## src/design/ccr_pkg.sv

```systemverilog
// Package with offsets, fields, keys and reset values for the CPU control register bank
package ccr_pkg;
	// ------------------------------------------------------------
	// Register indices, byte address is four times the index
	// ------------------------------------------------------------
	localparam logic [3:0] CCR_IDX_GUARD = 4'h4;
	localparam logic [3:0] CCR_IDX_SP_LO = 4'hd;
	localparam logic [3:0] CCR_IDX_SP_HI = 4'he;
	localparam logic [3:0] CCR_IDX_FLAGS = 4'hf;
	localparam int         CCR_ADDR_W    = 6;

	// ------------------------------------------------------------
	// Guard keys and fields
	// ------------------------------------------------------------
	localparam logic [7:0] CCR_SELF_PROGRAM_KEY = 8'h9d;
	localparam logic [7:0] CCR_IO_UNLOCK_KEY    = 8'hd8;
	localparam int         CCR_GUARD_IO_BIT     = 0;
	localparam int         CCR_GUARD_SPM_BIT    = 1;
	localparam logic [7:0] CCR_GUARD_RESET      = 8'h00;
	localparam logic [2:0] CCR_WINDOW_INSTR     = 3'h4;

	// ------------------------------------------------------------
	// Flags fields
	// ------------------------------------------------------------
	localparam int         CCR_FLAG_I     = 7;
	localparam int         CCR_FLAG_T     = 6;
	localparam int         CCR_FLAG_H     = 5;
	localparam int         CCR_FLAG_S     = 4;
	localparam int         CCR_FLAG_V     = 3;
	localparam int         CCR_FLAG_N     = 2;
	localparam int         CCR_FLAG_Z     = 1;
	localparam int         CCR_FLAG_C     = 0;
	localparam logic [7:0] CCR_FLAGS_RESET = 8'h00;

	// ------------------------------------------------------------
	// Stack defaults
	// ------------------------------------------------------------
	localparam int          CCR_SP_BITS    = 16;
	localparam logic [15:0] CCR_SRAM_TOP   = 16'h3fff;

	// ------------------------------------------------------------
	// Carriers
	// ------------------------------------------------------------
	typedef struct packed {
		logic h;
		logic v;
		logic n;
		logic z;
		logic c;
	} ccr_alu_flags_t;

	typedef struct packed {
		logic io_open;
		logic spm_open;
		logic irq_allow;
	} ccr_status_t;
endpackage

```

## src/design/ccr_top.sv

```systemverilog
// CPU control registers: unlock guard, stack pointer and processor flags
`timescale 1ns/1ps
`default_nettype none
module ccr_top
	import ccr_pkg::*;
#(
	parameter int          SP_BITS  = CCR_SP_BITS,
	parameter logic [15:0] SRAM_TOP = CCR_SRAM_TOP
)
(
	// Clock and reset
	input  wire logic                  sys_clk,
	input  wire logic                  arst_n,
	// Avalon-MM slave
	input  wire logic [CCR_ADDR_W-1:0] avs_address,
	input  wire logic                  avs_read,
	input  wire logic                  avs_write,
	input  wire logic [31:0]           avs_writedata,
	input  wire logic [3:0]            avs_byteenable,
	output logic      [31:0]           avs_readdata,
	output logic                       avs_waitrequest,
	// Instruction execution side
	input  wire logic                  instr_retired,
	input  wire logic                  mem_write,
	input  wire logic                  nvm_access,
	input  wire logic                  sleep_exec,
	input  wire logic                  gie_set,
	input  wire logic                  gie_clr,
	input  wire logic                  alu_we,
	input  wire ccr_alu_flags_t        alu_flags,
	input  wire logic                  bit_store_we,
	input  wire logic                  bit_store_val,
	input  wire logic                  sp_cpu_we,
	input  wire logic [15:0]           sp_cpu_val,
	// Core outputs
	output logic      [15:0]           stack_ptr,
	output logic      [7:0]            flags,
	output ccr_status_t                status
);

	// ------------------------------------------------------------
	// Bus decode
	// ------------------------------------------------------------
	logic       word_ok;
	logic [3:0] idx;
	logic       lane0;
	logic       wr_guard;
	logic       wr_sp_lo;
	logic       wr_sp_hi;
	logic       wr_flags;
	logic       rd_sp_lo;
	logic       acc_ok;
	logic       gie_change;
	logic       wait_r;
	logic       other_io_wr;
	logic [7:0] flags_r;

	assign word_ok = (avs_address[1:0] == 2'b00);
	assign idx     = avs_address[5:2];
	assign lane0   = avs_byteenable[0];

	always_comb
	begin
		gie_change = avs_write && word_ok && lane0 && (idx == CCR_IDX_FLAGS)
			&& (avs_writedata[CCR_FLAG_I] != flags_r[CCR_FLAG_I]);
	end

	// Reads take one wait so read data comes from a flop
	assign avs_waitrequest = (avs_read || gie_change) && !wait_r;

	always_ff @(posedge sys_clk or negedge arst_n)
	begin
		if (!arst_n)
			wait_r <= 1'b0;
		else
			wait_r <= (avs_read || gie_change) && !wait_r;
	end

	assign acc_ok   = !avs_waitrequest && word_ok;
	assign wr_guard = avs_write && acc_ok && lane0 && (idx == CCR_IDX_GUARD);
	assign wr_sp_lo = avs_write && acc_ok && lane0 && (idx == CCR_IDX_SP_LO);
	assign wr_sp_hi = avs_write && acc_ok && lane0 && (idx == CCR_IDX_SP_HI);
	assign wr_flags = avs_write && acc_ok && lane0 && (idx == CCR_IDX_FLAGS);
	assign rd_sp_lo = avs_read && acc_ok && (idx == CCR_IDX_SP_LO);

	// Any write other than a guard register write counts as an I/O write
	assign other_io_wr = mem_write || (avs_write && !avs_waitrequest && !wr_guard);

	// ------------------------------------------------------------
	// Unlock window
	// ------------------------------------------------------------
	logic [2:0] win_cnt_r;
	logic       win_io_r;
	logic       win_spm_r;
	logic       key_io;
	logic       key_spm;
	logic       win_close;

	assign key_io    = wr_guard && (avs_writedata[7:0] == CCR_IO_UNLOCK_KEY);
	assign key_spm   = wr_guard && (avs_writedata[7:0] == CCR_SELF_PROGRAM_KEY);
	// Self-program window survives plain data writes, only NVM, sleep, a guard write or expiry end it
	assign win_close = nvm_access || sleep_exec;

	always_ff @(posedge sys_clk or negedge arst_n)
	begin
		if (!arst_n)
			win_cnt_r <= 3'h0;
		else if (key_io || key_spm)
			win_cnt_r <= CCR_WINDOW_INSTR;
		else if (win_close || (win_io_r && other_io_wr))
			win_cnt_r <= 3'h0;
		else if (instr_retired && (win_cnt_r != 3'h0))
			win_cnt_r <= win_cnt_r - 3'h1;
	end

	always_ff @(posedge sys_clk or negedge arst_n)
	begin
		if (!arst_n)
		begin
			win_io_r  <= 1'b0;
			win_spm_r <= 1'b0;
		end
		else if (wr_guard)
		begin
			win_io_r  <= key_io;
			win_spm_r <= key_spm;
		end
		else if (win_close || (win_io_r && other_io_wr)
			|| (instr_retired && (win_cnt_r == 3'h1)) || (win_cnt_r == 3'h0))
		begin
			win_io_r  <= 1'b0;
			win_spm_r <= 1'b0;
		end
	end

	// ------------------------------------------------------------
	// Stack pointer with temporary byte
	// ------------------------------------------------------------
	logic [15:0] sp_r;
	logic [7:0]  temp_r;
	logic [2:0]  sp_mask_r;

	// Constant so the reset branch loads a fixed value
	localparam logic [15:0] sp_mask = (SP_BITS >= 16) ? 16'hffff
		: 16'((17'h1 << SP_BITS) - 17'h1);

	always_ff @(posedge sys_clk or negedge arst_n)
	begin
		if (!arst_n)
			sp_r <= SRAM_TOP & sp_mask;
		else if (wr_sp_hi)
			sp_r <= {avs_writedata[7:0], temp_r} & sp_mask;
		else if (sp_cpu_we)
			sp_r <= sp_cpu_val & sp_mask;
	end

	always_ff @(posedge sys_clk or negedge arst_n)
	begin
		if (!arst_n)
			temp_r <= 8'h00;
		else if (wr_sp_lo)
			temp_r <= avs_writedata[7:0];
		else if (rd_sp_lo)
			temp_r <= sp_r[15:8];
	end

	// Guards a two-byte stack update against an interrupt in between
	always_ff @(posedge sys_clk or negedge arst_n)
	begin
		if (!arst_n)
			sp_mask_r <= 3'h0;
		else if (wr_sp_lo)
			sp_mask_r <= CCR_WINDOW_INSTR;
		else if (other_io_wr)
			sp_mask_r <= 3'h0;
		else if (instr_retired && (sp_mask_r != 3'h0))
			sp_mask_r <= sp_mask_r - 3'h1;
	end

	// ------------------------------------------------------------
	// Processor flags
	// ------------------------------------------------------------
	logic [7:0] flags_nxt;

	always_comb
	begin
		flags_nxt = flags_r;
		if (gie_set)
			flags_nxt[CCR_FLAG_I] = 1'b1;
		if (gie_clr)
			flags_nxt[CCR_FLAG_I] = 1'b0;
		if (bit_store_we)
			flags_nxt[CCR_FLAG_T] = bit_store_val;
		if (alu_we)
		begin
			flags_nxt[CCR_FLAG_H] = alu_flags.h;
			flags_nxt[CCR_FLAG_V] = alu_flags.v;
			flags_nxt[CCR_FLAG_N] = alu_flags.n;
			flags_nxt[CCR_FLAG_Z] = alu_flags.z;
			flags_nxt[CCR_FLAG_C] = alu_flags.c;
		end
		if (wr_flags)
			flags_nxt = avs_writedata[7:0];
		// Sign is never stored on its own
		flags_nxt[CCR_FLAG_S] = flags_nxt[CCR_FLAG_N] ^ flags_nxt[CCR_FLAG_V];
	end

	// No interrupt-entry input exists, so only gie_clr or a bus write clears the enable
	always_ff @(posedge sys_clk or negedge arst_n)
	begin
		if (!arst_n)
			flags_r <= CCR_FLAGS_RESET;
		else
			flags_r <= flags_nxt;
	end

	// ------------------------------------------------------------
	// Read data
	// ------------------------------------------------------------
	logic [7:0] guard_rd;
	logic [7:0] rd_mux;

	always_comb
	begin
		guard_rd = 8'h00;
		guard_rd[CCR_GUARD_IO_BIT]  = win_io_r;
		guard_rd[CCR_GUARD_SPM_BIT] = win_spm_r;
	end

	always_comb
	begin
		rd_mux = 8'h00;
		if (word_ok)
		begin
			case (idx)
				CCR_IDX_GUARD: rd_mux = guard_rd;
				CCR_IDX_SP_LO: rd_mux = sp_r[7:0];
				CCR_IDX_SP_HI: rd_mux = temp_r;
				CCR_IDX_FLAGS: rd_mux = flags_r;
				default:       rd_mux = 8'h00;
			endcase
		end
	end

	always_ff @(posedge sys_clk or negedge arst_n)
	begin
		if (!arst_n)
			avs_readdata <= 32'h0000_0000;
		else if (avs_read && !wait_r)
			avs_readdata <= {24'h00_0000, rd_mux};
	end

	// ------------------------------------------------------------
	// Core outputs
	// ------------------------------------------------------------
	assign stack_ptr = sp_r;
	assign flags     = flags_r;

	always_ff @(posedge sys_clk or negedge arst_n)
	begin
		if (!arst_n)
			status <= '0;
		else
		begin
			status.io_open   <= win_io_r;
			status.spm_open  <= win_spm_r;
			// Requests stay pending in the controller while held off
			status.irq_allow <= flags_nxt[CCR_FLAG_I] && !(key_io || key_spm)
				&& (win_cnt_r == 3'h0 || !(win_io_r || win_spm_r)) && !wr_sp_lo
				&& (sp_mask_r == 3'h0);
		end
	end

endmodule
`default_nettype wire

```

## config.mk

```make
export PLATFORM = sky130hd
export DESIGN_NAME = ccr_top
export DESIGN_NICKNAME = d
export VERILOG_FILES = /design/src/design/ccr_pkg.sv /design/src/design/ccr_top.sv
export SDC_FILE = /design/constraint.sdc
export NUM_CORES = 1
export LEC_CHECK = 0
export BUFFER_PORTS_ARGS = -buffer_cell sky130_fd_sc_hd__buf_4
export CAP_MARGIN = 20
export CORE_MARGIN = 5
export CORE_UTILIZATION = 50
export DETAILED_ROUTE_END_ITERATION = 7
export GPL_ROUTABILITY_DRIVEN = 0
export GPL_TIMING_DRIVEN = 0
export PLACE_DENSITY = 0.95
export SYNTH_ARGS = -nofsm -noshare
export SYNTH_HDL_FRONTEND = slang
export SYNTH_SLANG_ARGS = --single-unit
```

## constraint.sdc

```tcl
create_clock -name sys_clk -period 4.73 [get_ports sys_clk]
set_clock_uncertainty 0.05 [all_clocks]
set_input_delay 0.473 -clock sys_clk [delete_from_list [all_inputs] [get_ports sys_clk]]
set_output_delay 0.473 -clock sys_clk [all_outputs]
set_load 0.03 [all_outputs]
```

==> results_dict.tcl <==
set metrics [dict create \
    critical_path_class "flip-flop to output pin" \
    grt_pass1_wl_mm 11.8 \
    synth-seq-cells 52 \
    synth_area_um2 2870 \
    numClockSinks 52 \
    start_kind "flip-flop" \
    worstPathArrival_ns 1.68 \
    max_cap_violations 0 \
    gr-total-overflow 0 \
    dp.final_hpwl_mm 5.78 \
    powerDensity_nw_per_um2 283 \
    post-route-drc-count 0 \
    htreeDepth 2 \
    synthToLayoutAreaGrowth_pct 31.6 \
    placement.io_buffers 83 \
    synth.avg_cell_area_um2 9.63 \
    period_share_pct 46.6 \
    hold_path.class "input port to async pin" \
    critPathLaunch "wait_r" \
    drive_gt1_share_pct 33.7 \
    required_ns 4.21 \
    vias 2572 \
    max_freq_ghz 0.454 \
    reg2regPathDepth 5 \
    drt_iter0_drc 184 \
    cts_tree "done" \
    cp_top_family "buffers and inverters" \
    synth_area_leaders "dfrtp_1 33%, dfstp_2 13%, mux2i_1 10%, buf_4 6.3%, a21oi_1 5.9%" \
    worstReg2RegStart "wait_r" \
    yosys.area.top_type "dfrtp_1" \
    critPathSlowestCell "dfrtp_1" \
    total_leakage_power_nw 1.93 \
    cp_slowest_stage_delay_ns 0.39 \
    worst_slew_pin_slew_ns 0.856 \
    initial_core_util_pct 51.8 \
    cts_made_buffers 5 \
    io_pins 137 \
    clkTransAtPathRegs_ns 0.09 \
    fp.dieH_um 85.8 \
    synth_edf_count 0 \
    post_cts_buffers 0 \
    viasPerCell 5.31 \
    dieWidth_um 85.8 \
    crit_fanout 10 \
    die_area_um2 7350 \
    slew-limit-headroom_pct 42.1 \
    grt_pass1_vias 2563 \
    async_flop_share_pct 100 \
    core_area_um2 5540 \
    groute.usage.overall_pct 19.8 \
    clock_latency_ns 0.31 \
    yosysSeqAreaShare_pct 46.0 \
    ctsResizeCount 0 \
    fin_util_pct 68.2 \
    synth_top_area_share_pct 33.1 \
    vdd_ir_drop_max_uv 148 \
    first_pass_iters 5 \
    slew_violations 0 \
    layout.nets 493 \
    rows 27 \
    path_cells "nand2b_1, clkbuf_1, nand2_1, buf_4" \
    cts_buffer_depth 2 \
    crit_cells 4 \
    clockRootBuffer "clkbuf_8" \
    fin_setup_tns_ns 0 \
    finalCriticalPeriod_ns 2.20 \
    grt_max_degree 53 \
    antenna_found_initial 0 \
    n_antenna_cell 0 \
    ys.flop_type "dfrtp_1" \
    cts_hold_buf 0 \
    status "finished clean" \
    antenna_left 0 \
    totalWireLength_mm 7.34 \
    setup.worst_path.end_class "output pin" \
    wl_per_cell_um 15.2 \
    hold_viol 0 \
    setup_viol 0 \
    path_buf_inv 2 \
    syn_inst 298 \
    yosys_warnings 0 \
    rsz0062_at_grt "false" \
    synth_cell_types 41 \
]
==> where the power goes <==
part / total, mW / leakage (nW) / internal [mW] / switching [mW]
clock: 0.300 / 0.0552 / 0.157 / 0.143
sequential: 0.518 / 0.648 / 0.488 / 0.0306
combinational: 0.250 / 1.22 / 0.104 / 0.146
==> synthesized netlist by cell type, types with 3 or more instances <==
library cell / count
buf_4: 24
nand3_1: 4
nor2_1: 33
nand2_1: 29
nor3_2: 3
xnor2_1: 5
nor3_1: 3
dfrtp_1: 38
ha_1: 5
a21oi_1: 34
clkbuf_1: 8
dfstp_2: 14
o21ai_0: 21
mux2i_1: 30
nand4b_1: 3
inv_1: 6
a22o_1: 6
==> through the flow <==
step	cell area (um^2)	hold slack, ns	cells	setup slack (ns)	power, mW
floorplan	2960	0.127	321	2.88	0.669
global placement	3670	0.384	476	2.40	0.768
detailed placement	3670	0.415	476	2.35	0.775
CTS	3780	0.146	484	2.52	1.07
global route	3780	0.177	484	2.35	1.12
finish	3780	0.124	484	2.53	1.07
==> sequential cells by signal (all words and copies together) (netlist names) <==
name / cells
sp_mask_r: 3
stack_ptr: 16
wait_r: 1
temp_r: 8
avs_readdata: 8
win_cnt_r: 3
win_io_r: 1
status: 3
win_spm_r: 1
flags: 8
==> logic make-up (layout without fill, tap and decap cells) <==
family	after synthesis	after routing	synth area share, %
adders and majority gates	5	5	2.18
AOI/OAI and AO/OA	75	75	15.2
and+or+nand+nor	86	86	14.7
DFF	52	52	46.0
xor gates and xnor gates	7	7	2.14
other	1	24	0.131
muxes	31	31	10.9
buffers and inverters	41	132	8.77
==> path summary, 6_finish.rpt <==
check | end | slack [ns]
worst max-delay path | avs_waitrequest | 2.53
worst min-delay path | status[0] | 0.12
worst max register to register | flags[4] | 2.85
worst min register to register | avs_readdata[3] | 0.44
max in group asynchronous | flags[3] | 4.07
min in group sys_clk | stack_ptr[13] | 0.38
==> per-layer routing <==
metal  vias to the layer above  GRT usage [%]  wire, um
met4                         0           7.19       170
met5                         -              0         0
met3                        17           3.65       629
met1                      1196           25.2      3010
met2                       140           33.5      3530
li1                       1219              -         -
==> area by class of cell <==
| type | instances | area (um^2) |
|---|---|---|
| fillers | 419 | 1760 |
| well taps | 72 | 90.1 |
| flip-flops and latches | 52 | 1320 |
| repair buffers | 83 | 623 |
| plain buffers | 35 | 229 |
| multi-input cells | 228 | 1390 |
| inverters | 6 | 22.5 |
| clock buffers | 6 | 72.6 |
| clock inverters | 2 | 35.0 |
==> layout by cell type (no fill, tap or decap), types with 3 or more instances in the layout <==
cell / instances
nand4b_1: 3
nor2_1: 33
a22o_1: 6
conb_1: 24
o21ai_0: 21
inv_1: 6
clkbuf_1: 9
dfrtp_1: 38
nand2_1: 29
xnor2_1: 5
nand3_1: 4
clkbuf_8: 5
nor3_1: 3
nor3_2: 3
mux2i_1: 30
ha_1: 5
a21oi_1: 34
dfstp_2: 14
buf_4: 107
No activity file was read; power rests on OpenSTA's default activity.
